[config.mk]
export PLATFORM = sky130hd
export DESIGN_NAME = ptm_timer
export DESIGN_NICKNAME = d
export VERILOG_FILES = /design/src/logic/ptm_pkg.sv /design/src/logic/ptm_timer.sv
export SDC_FILE = /design/constraint.sdc
export NUM_CORES = 1
export LEC_CHECK = 0
export ABC_CLOCK_PERIOD_IN_PS = 1900
export BUFFER_PORTS_ARGS = -buffer_cell sky130_fd_sc_hd__buf_2
export CORE_MARGIN = 5
export CORE_UTILIZATION = 51
export DETAILED_ROUTE_END_ITERATION = 16
export MAX_ROUTING_LAYER = met4
export PLACE_DENSITY = 0.84
export REMOVE_ABC_BUFFERS = 1
export SLEW_MARGIN = 15
export SYNTH_ARGS = -nofsm -noshare
export SYNTH_HDL_FRONTEND = slang
export SYNTH_SLANG_ARGS = --single-unit
export TNS_END_PERCENT = 30
[constraint.sdc]
create_clock -name pclk -period 1.9 [get_ports pclk]
set_input_delay 0.19 -clock pclk [delete_from_list [all_inputs] [get_ports pclk]]
set_output_delay 0.19 -clock pclk [all_outputs]
set_load 0.02 [all_outputs]
[src/logic/ptm_pkg.sv]
package ptm_pkg;

  // ----------------------------------------
  // Register map (byte addresses, one word each)
  // ----------------------------------------
  localparam logic [7:0] ptm_off_run_ctrl = 8'h00;
  localparam logic [7:0] ptm_off_mode_ctrl = 8'h04;
  localparam logic [7:0] ptm_off_count_lo = 8'h08;
  localparam logic [7:0] ptm_off_count_hi = 8'h0c;
  localparam logic [7:0] ptm_off_cmpa_lo = 8'h10;
  localparam logic [7:0] ptm_off_cmpa_hi = 8'h14;
  localparam logic [7:0] ptm_off_cmpp_lo = 8'h18;
  localparam logic [7:0] ptm_off_cmpp_hi = 8'h1c;
  localparam logic [7:0] ptm_off_status = 8'h20;

  // ----------------------------------------
  // Field positions and reset values
  // ----------------------------------------
  localparam int ptm_bit_pause = 7;
  localparam int ptm_bit_ck_lo = 4;
  localparam int ptm_bit_on = 3;
  localparam int ptm_bit_mode_lo = 6;
  localparam int ptm_bit_io_lo = 4;
  localparam int ptm_bit_init = 3;
  localparam int ptm_bit_invert = 2;
  localparam int ptm_bit_capsrc = 1;
  localparam int ptm_bit_clrsel = 0;
  localparam logic [7:0] ptm_ctrl_reset = 8'h00;
  localparam logic [9:0] ptm_count_max = 10'h3ff;
  localparam int ptm_div_sys4 = 4;
  localparam int ptm_div_h16 = 16;
  localparam int ptm_div_h64 = 64;

  // ----------------------------------------
  // Enumerations
  // ----------------------------------------
  typedef enum logic [1:0] {
    ptm_mode_compare = 2'h0,
    ptm_mode_capture = 2'h1,
    ptm_mode_pwm = 2'h2,
    ptm_mode_timer = 2'h3
  } ptm_mode_type;

  typedef enum logic [2:0] {
    ptm_ck_sys4 = 3'h0,
    ptm_ck_sys = 3'h1,
    ptm_ck_h16 = 3'h2,
    ptm_ck_h64 = 3'h3,
    ptm_ck_sub = 3'h4,
    ptm_ck_reserved = 3'h5,
    ptm_ck_ext_rise = 3'h6,
    ptm_ck_ext_fall = 3'h7
  } ptm_clksel_type;

  typedef struct packed {
    logic [7:0] run_ctrl;
    logic [7:0] mode_ctrl;
    logic [9:0] cmp_a;
    logic [9:0] cmp_p;
  } ptm_regs_type;

  typedef struct packed {
    logic pin0;
    logic pin1;
    logic pin_oe;
  } ptm_pins_type;

endpackage : ptm_pkg

[src/logic/ptm_timer.sv]
`timescale 1ns/1ps
// Summary of operation
// - 10-bit counter counts selected clock when running
// - Comparators A and P match against counter
// - Enable rise clears count; fall holds count
// - Pause holds count, resume continues from it
// - Clock select chooses system, divided, sub or pin edge
// - Reserved clock code gives no count
// - Mode field selects one of four modes
// - Compare mode: A match drives, clears, toggles
// - PWM mode: inactive, active, PWM, single pulse
// - Capture mode: edge choice or disabled
// - Requested level equal to initial: no change
// - Enable rise restores initial pin level
// - Initial level bit: start level or polarity
// - Invert bit inverts both output pins, except in timer mode where both pins are held low
// - Capture source: pin 0 input or external clock pin
// - Clear select chooses A or P match clear
// - P zero with select low: overflow clears
// - Clear select ignored in PWM, pulse, capture
// - Automatic clears raise an interrupt indication
// - Clear on A suppresses the P flag
// - A zero: run to overflow, no A flag
// - P matches never change compare-mode pins; in PWM single pulse a P match ends the pulse
module ptm_timer
  import ptm_pkg::*;
#(
  parameter int count_width = 10
) (
  // APB slave
  input wire logic pclk,
  input wire logic presetn,
  input wire logic psel,
  input wire logic penable,
  input wire logic pwrite,
  input wire logic [7:0] paddr,
  input wire logic [31:0] pwdata,
  output logic [31:0] prdata,
  output logic pready,
  output logic pslverr,
  // Clock sources and pins
  input wire logic high_clock_tick,
  input wire logic sub_clock_tick,
  input wire logic external_clock_input,
  input wire logic pin0_in,
  input wire logic pin1_in,
  output logic output_pin_0,
  output logic output_pin_1,
  output logic output_pin_oe,
  // Event flags
  output logic compare_a_flag,
  output logic compare_p_flag,
  output logic timer_event
);

  // ----------------------------------------
  // State
  // ----------------------------------------
  typedef struct packed {
    ptm_regs_type regs;
    logic [count_width-1:0] count;
    logic [5:0] div_sys;
    logic [5:0] div_h;
    logic ext_prev;
    logic cap_prev;
    logic on_prev;
    logic level;
    logic pulse_done;
    logic flag_a;
    logic flag_p;
    logic sticky_a;
    logic sticky_p;
    logic evt;
    ptm_pins_type pins;
    logic [31:0] rdata;
    logic ready;
    logic err;
  } ptm_state_type;

  ptm_state_type state_q;
  ptm_state_type state_d;

  function automatic logic [9:0] ptm_merge_hi(input logic [9:0] cur, input logic [1:0] hi);
    ptm_merge_hi = {hi, cur[7:0]};
  endfunction : ptm_merge_hi

  function automatic logic [9:0] ptm_merge_lo(input logic [9:0] cur, input logic [7:0] lo);
    ptm_merge_lo = {cur[9:8], lo};
  endfunction : ptm_merge_lo

  logic on_bit;
  logic pause_bit;
  ptm_clksel_type cksel;
  ptm_mode_type mode;
  logic [1:0] iofn;
  logic init_lvl;
  logic invert;
  logic tick;
  logic on_rise;
  logic match_a;
  logic match_p;
  logic cap_sig;
  logic cap_edge;
  logic pwm_wave;
  logic active_out;
  logic drive;
  logic setup_ok;
  logic [count_width-1:0] cmp_a_w;
  logic [count_width-1:0] cmp_p_w;

  always_comb
  begin
    state_d = state_q;
    on_bit = state_q.regs.run_ctrl[ptm_bit_on];
    pause_bit = state_q.regs.run_ctrl[ptm_bit_pause];
    cksel = ptm_clksel_type'(state_q.regs.run_ctrl[ptm_bit_ck_lo +: 3]);
    mode = ptm_mode_type'(state_q.regs.mode_ctrl[ptm_bit_mode_lo +: 2]);
    iofn = state_q.regs.mode_ctrl[ptm_bit_io_lo +: 2];
    init_lvl = state_q.regs.mode_ctrl[ptm_bit_init];
    invert = state_q.regs.mode_ctrl[ptm_bit_invert];
    cmp_a_w = state_q.regs.cmp_a[count_width-1:0];
    cmp_p_w = state_q.regs.cmp_p[count_width-1:0];
    on_rise = on_bit && !state_q.on_prev;
    state_d.on_prev = on_bit;
    state_d.ext_prev = external_clock_input;

    // ----------------------------------------
    // Count clock selection
    // ----------------------------------------
    state_d.div_sys = (state_q.div_sys == 6'(ptm_div_sys4 - 1)) ? 6'h00 : state_q.div_sys + 6'h01;
    if (high_clock_tick)
    begin
      state_d.div_h = state_q.div_h + 6'h01;
    end
    case (cksel)
      ptm_ck_sys4: tick = (state_q.div_sys == 6'h00);
      ptm_ck_sys: tick = 1'b1;
      ptm_ck_h16: tick = high_clock_tick && (state_q.div_h[3:0] == 4'h0);
      ptm_ck_h64: tick = high_clock_tick && (state_q.div_h == 6'h00);
      ptm_ck_sub: tick = sub_clock_tick;
      ptm_ck_ext_rise: tick = external_clock_input && !state_q.ext_prev;
      ptm_ck_ext_fall: tick = !external_clock_input && state_q.ext_prev;
      default: tick = 1'b0;
    endcase

    // ----------------------------------------
    // Comparators and counter
    // ----------------------------------------
    match_a = (state_q.count == cmp_a_w) && (cmp_a_w != '0);
    match_p = (state_q.count == cmp_p_w);
    state_d.flag_a = 1'b0;
    state_d.flag_p = 1'b0;
    state_d.evt = 1'b0;
    cap_edge = 1'b0;
    setup_ok = 1'b0;

    if (on_rise)
    begin
      state_d.count = '0;
      state_d.level = init_lvl;
      state_d.pulse_done = 1'b0;
    end
    else if (on_bit && !pause_bit && tick)
    begin
      state_d.count = state_q.count + 1'b1;
      if (mode == ptm_mode_compare || mode == ptm_mode_timer)
      begin
        state_d.flag_a = match_a;
        if (state_q.regs.mode_ctrl[ptm_bit_clrsel])
        begin
          if (match_a)
          begin
            state_d.count = '0;
            state_d.evt = 1'b1;
          end
          else if (state_q.count == count_width'(ptm_count_max))
          begin
            state_d.evt = 1'b1;
          end
        end
        else
        begin
          state_d.flag_p = match_p && (cmp_p_w != '0);
          if (match_p && cmp_p_w != '0)
          begin
            state_d.count = '0;
            state_d.evt = 1'b1;
          end
          else if (state_q.count == count_width'(ptm_count_max))
          begin
            state_d.evt = 1'b1;
          end
        end
        if (mode == ptm_mode_compare && match_a)
        begin
          case (iofn)
            2'h1: state_d.level = 1'b0;
            2'h2: state_d.level = 1'b1;
            2'h3: state_d.level = !state_q.level;
            default: state_d.level = state_q.level;
          endcase
          if (iofn != 2'h3 && state_d.level == init_lvl)
          begin
            state_d.level = state_q.level;
          end
        end
      end
      else if (mode == ptm_mode_pwm)
      begin
        state_d.flag_a = match_a;
        state_d.flag_p = match_p && (cmp_p_w != '0);
        if (match_p && cmp_p_w != '0)
        begin
          state_d.count = '0;
          state_d.evt = 1'b1;
          if (iofn == 2'h3)
          begin
            state_d.pulse_done = 1'b1;
          end
        end
        else if (state_q.count == count_width'(ptm_count_max))
        begin
          state_d.evt = 1'b1;
        end
      end
      else
      begin
        // Capture mode counts freely and wraps at full scale
        state_d.evt = (state_q.count == count_width'(ptm_count_max));
      end
    end

    // ----------------------------------------
    // Capture
    // ----------------------------------------
    cap_sig = state_q.regs.mode_ctrl[ptm_bit_capsrc] ? external_clock_input : pin0_in;
    state_d.cap_prev = cap_sig;
    case (iofn)
      2'h0: cap_edge = cap_sig && !state_q.cap_prev;
      2'h1: cap_edge = !cap_sig && state_q.cap_prev;
      2'h2: cap_edge = cap_sig != state_q.cap_prev;
      default: cap_edge = 1'b0;
    endcase
    if (mode == ptm_mode_capture && on_bit && cap_edge)
    begin
      state_d.regs.cmp_a = 10'(state_q.count);
      state_d.flag_a = 1'b1;
    end

    // ----------------------------------------
    // Output pins
    // ----------------------------------------
    pwm_wave = (state_q.count < cmp_a_w);
    case (iofn)
      2'h0: active_out = 1'b0;
      2'h1: active_out = 1'b1;
      2'h2: active_out = on_bit && pwm_wave;
      default: active_out = on_bit && !state_q.pulse_done && pwm_wave;
    endcase
    drive = (mode == ptm_mode_pwm) ? (init_lvl ? active_out : !active_out) : state_q.level;
    state_d.pins.pin0 = drive ^ invert;
    state_d.pins.pin1 = drive ^ invert;
    state_d.pins.pin_oe = (mode == ptm_mode_compare) || (mode == ptm_mode_pwm);
    if (mode == ptm_mode_timer)
    begin
      state_d.pins.pin0 = 1'b0;
      state_d.pins.pin1 = 1'b0;
    end

    // ----------------------------------------
    // Sticky status, set wins over clear
    // ----------------------------------------
    state_d.ready = 1'b0;
    state_d.err = 1'b0;
    setup_ok = psel && !penable;
    if (setup_ok && pwrite && paddr == ptm_off_status)
    begin
      state_d.sticky_a = state_q.sticky_a && !pwdata[0];
      state_d.sticky_p = state_q.sticky_p && !pwdata[1];
    end
    if (state_d.flag_a)
    begin
      state_d.sticky_a = 1'b1;
    end
    if (state_d.flag_p)
    begin
      state_d.sticky_p = 1'b1;
    end

    // ----------------------------------------
    // APB access, answered one cycle after setup
    // ----------------------------------------
    if (setup_ok)
    begin
      state_d.ready = 1'b1;
      state_d.rdata = 32'h0000_0000;
      case (paddr)
        ptm_off_run_ctrl:
        begin
          state_d.rdata = {24'h000000, state_q.regs.run_ctrl};
          if (pwrite)
            state_d.regs.run_ctrl = {pwdata[7:3], 3'h0};
        end
        ptm_off_mode_ctrl:
        begin
          state_d.rdata = {24'h000000, state_q.regs.mode_ctrl};
          if (pwrite)
            state_d.regs.mode_ctrl = pwdata[7:0];
        end
        ptm_off_count_lo: state_d.rdata = {24'h000000, 8'(state_q.count)};
        ptm_off_count_hi: state_d.rdata = {30'h0, 2'(state_q.count >> 8)};
        ptm_off_cmpa_lo:
        begin
          state_d.rdata = {24'h000000, state_q.regs.cmp_a[7:0]};
          if (pwrite)
            state_d.regs.cmp_a = ptm_merge_lo(state_q.regs.cmp_a, pwdata[7:0]);
        end
        ptm_off_cmpa_hi:
        begin
          state_d.rdata = {30'h0, state_q.regs.cmp_a[9:8]};
          if (pwrite)
            state_d.regs.cmp_a = ptm_merge_hi(state_q.regs.cmp_a, pwdata[1:0]);
        end
        ptm_off_cmpp_lo:
        begin
          state_d.rdata = {24'h000000, state_q.regs.cmp_p[7:0]};
          if (pwrite)
            state_d.regs.cmp_p = ptm_merge_lo(state_q.regs.cmp_p, pwdata[7:0]);
        end
        ptm_off_cmpp_hi:
        begin
          state_d.rdata = {30'h0, state_q.regs.cmp_p[9:8]};
          if (pwrite)
            state_d.regs.cmp_p = ptm_merge_hi(state_q.regs.cmp_p, pwdata[1:0]);
        end
        ptm_off_status: state_d.rdata = {30'h0, state_q.sticky_p, state_q.sticky_a};
        default: state_d.err = 1'b1;
      endcase
    end
  end

  always_ff @(posedge pclk or negedge presetn)
  begin
    if (!presetn)
    begin
      state_q <= '0;
    end
    else
    begin
      state_q <= state_d;
    end
  end

  assign prdata = state_q.rdata;
  assign pready = state_q.ready;
  assign pslverr = state_q.err;
  assign output_pin_0 = state_q.pins.pin0;
  assign output_pin_1 = state_q.pins.pin1;
  assign output_pin_oe = state_q.pins.pin_oe;
  assign compare_a_flag = state_q.flag_a;
  assign compare_p_flag = state_q.flag_p;
  assign timer_event = state_q.evt;

endmodule : ptm_timer

==> impl_metrics.ini <==
[sta]
timing.final.ws_setup_ns = -0.321
rsz0062_at_grt = true
tns_ns = -3.93
min_period_over_period = 1.17
finalHoldViolCount = 0
setup_viol = 23
drv_slew = 0
max-slew-margin-rel = 0.489
fin_worst_skew_ns = 0.00664
max_freq_mhz = 450
min_period_ns = 2.22
tightest_slew_ns = 0.760

[setup_path]
max_stage_delay_ns = 0.44
cp.required_ns = 2.13
path_cells = mux2i_2 -> inv_1 -> ha_1 -> nand2b_4 -> a21oi_4 -> o211ai_4 -> buf_4 -> o21bai_4 -> nand2_1 -> o221ai_4
crit_slowest_cell = dfrtp_1
setup.worst_path.end_class = register
arrival_ns = 2.45
start_kind = register
crit_type = reg -> reg
crit_family = compound AO/OA/AOI/OAI gates
worst-path-buf-inv = 2
cp_max_fo = 4

[synthesis]
yosysTopAreaCellShare = 0.392
syn_area_per_cell_um2 = 10.0
async_flop_share = 1.00
syn_inst = 490
yosysTopAreaCell = dfrtp_1
synth_area_leaders = dfrtp_1 (39%), buf_4 (5.5%), ha_1 (5.3%)
yosysSeqAreaShare = 0.392
yosys_warnings = 0
syn_area_um2 = 4910
synth_cell_types = 74
yosys_register_bits = 77
synth_edf_count = 0
synthFlopType = dfrtp_1

[drt]
routed_wirelength_um = 13900
num_vias = 4217
detail_route.wl_per_cell_um = 19.8
drtPass1Iterations = 5
via_per_inst = 6.01
drc = 0
drt_iter0_drc = 430
postRouteAntennaNets = 0

[finish]
final_util = 0.626
final_cells = 702
synthToLayoutAreaGrowth_pct = 18.8
stdcell_area_um2 = 5840
diodes = 0
fin_nets = 639
fillers = 704
drive_gt1_frac = 0.318

[clock_tree]
cts_inserted_buffers = 9
clk_latency_ns = 0.36
root_buffer = clkbuf_8
cts.sink_count = 77
cts_tree = built
clk_pin_slew_worst_paths_ns = 0.09
htree_levels = 3
clockBufferDepth = 2

[floorplanning]
die_w_um = 108
die_y_um = 108
initial_core_util = 0.527
io_pins = 90
rows = 35
fp.coreArea_um2 = 9330
dieArea_um2 = 11700

[power]
irDropWorstVdd_v = 0.000487
power_density_nw_per_um2 = 668
p_leak_nw = 2.75

[job]
cap_violations = 0

[grt]
grt_max_degree = 43
antenna_found_initial = 0
grt_overflow = 0
grt_usage = 0.245
first_global_vias = 4171
grt_pass1_wl_um = 21600

[placement]
dp.cells = 681
pre_cts_ws_ns = -0.380
port_buffers = 40
dp_hpwl_um = 9890
gp_congestion = 0.953
placed_area_um2 = 5400

[run_status]
violations = negative setup slack
status = finished with violations

[min_path]
hold_class = in -> reg
## cell families (layout without fill, tap and decap cells)
kind of cell | count (synthesis) | in the layout | share of synthesized area
and+or+nand+nor | 161 | 161 | 0.209
AOI/OAI and AO/OA | 106 | 106 | 0.154
buffers and inverters | 80 | 140 | 0.0963
DFF | 77 | 77 | 0.392
muxes | 26 | 26 | 0.0621
adders and majority gates | 21 | 21 | 0.0535
xor gates and xnor gates | 18 | 18 | 0.0321
other | 1 | 24 | 0.000763
## what timing repair did
action                                 in CTS  in global routing
pin swaps                                  10                  5
buffers inserted                            1                  2
resized for setup                          16                 10
cloned                                      0                  1
hold buffers                                1                  0
endpoints found under the hold margin      35                  0
setup endpoints to repair                  25                 28
## sequential cells by signal (all words and copies together) (netlist names)
| register | flops |
|---|---|
| on_bit | 1 |
| compare_p_flag | 1 |
| timer_event | 1 |
| mode | 2 |
| prdata | 8 |
| output_pin_0 | 1 |
| state_q | 31 |
| pready | 1 |
| cmp_p_w | 10 |
| cmp_a_w | 10 |
| iofn | 2 |
| init_lvl | 1 |
| pslverr | 1 |
| compare_a_flag | 1 |
| output_pin_oe | 1 |
| cksel | 3 |
| pause_bit | 1 |
| invert | 1 |
## per-stage QoR
stage	power, mW	hold slack [ns]
final	3.90	0.0726
after global routing	4.07	0.0629
after CTS	3.90	0.0670
after detailed placement	2.47	0.174
after global placement	2.44	0.166
after floorplan	2.22	-0.106
## worst paths after layout
| path | endpoint | depth (start not counted) | slack [ns] | start |
|---|---|---|---|---|
| max in group asynchronous | state_q[59]$_DFFE_PN0P_ | 3 | 0.97 | presetn |
| min | state_q[46]$_DFF_PN0_ | 2 | 0.07 | external_clock_input |
| max | cmp_a_w[8]$_DFFE_PN0P_ | 10 | -0.32 | state_q[90]$_DFFE_PN0P_ |
| max reg2reg | cmp_a_w[8]$_DFFE_PN0P_ | 10 | -0.32 | state_q[90]$_DFFE_PN0P_ |
| min reg2reg | state_q[52]$_DFFE_PN0P_ | 1 | 0.47 | state_q[52]$_DFFE_PN0P_ |
| min in group asynchronous | state_q[90]$_DFFE_PN0P_ | 2 | 0.33 | presetn |
## power by group
group / internal, mW / total (mW) / leakage, nW / switching (mW)
clock: 0.754 / 1.43 / 0.105 / 0.675
sequential: 1.75 / 1.86 / 0.978 / 0.107
combinational: 0.239 / 0.615 / 1.67 / 0.376
total: 2.74 / 3.90 / 2.75 / 1.16
## cell type report
class	count	area, um2	area share
clock buffers	10	128	0.0219
clock inverters	6	95.1	0.0163
inverters	29	109	0.0186
multi-input cells	356	2750	0.472
flip-flops and latches	77	1930	0.330
well taps	129	161	0.0277
repair buffers	95	664	0.114
## routing by layer
layer  up-vias  part of all wire  global-route usage
li1       1891                 -                   -
met1      2048              0.39               0.297
met2       232              0.49               0.402
met3        46             0.071              0.0442
met4         0             0.045               0.102
met5         -                 0                   -
## cells in the mapped netlist, drive strengths merged, types with 14 or more instances
cell	count
and3	14
inv	29
mux2	18
ha	21
nand2	34
buf	48
dfrtp	77
nand3	16
nor4	17
nor2	25
o21ai	32
## cell usage in the layout (no fill, tap or decap), drive strengths merged, types with 2 or more instances in the layout
cell type and instances:
o22ai 4, buf 93, nor2 25, a211o 3, bufinv 2, nor4 17
nand2b 10, a222oi 4, a31oi 10, clkbuf 11, o211ai 3, nand3 16
mux2 18, o2111ai 3, o221ai 4, o31ai 8, a22oi 10, clkinvlp 2
nor2b 4, nand3b 6, and3 14, a41oi 2, inv 31, nand2 34
a21oi 12, ha 21, or3 3, dfrtp 77, o21a 4, nand4 10
xnor2 6, and2 3, conb 24, o21ai 32, a32oi 2, nor3 10
or2 2, mux2i 8, xor2 12
Power figures use the tool's default switching activity.
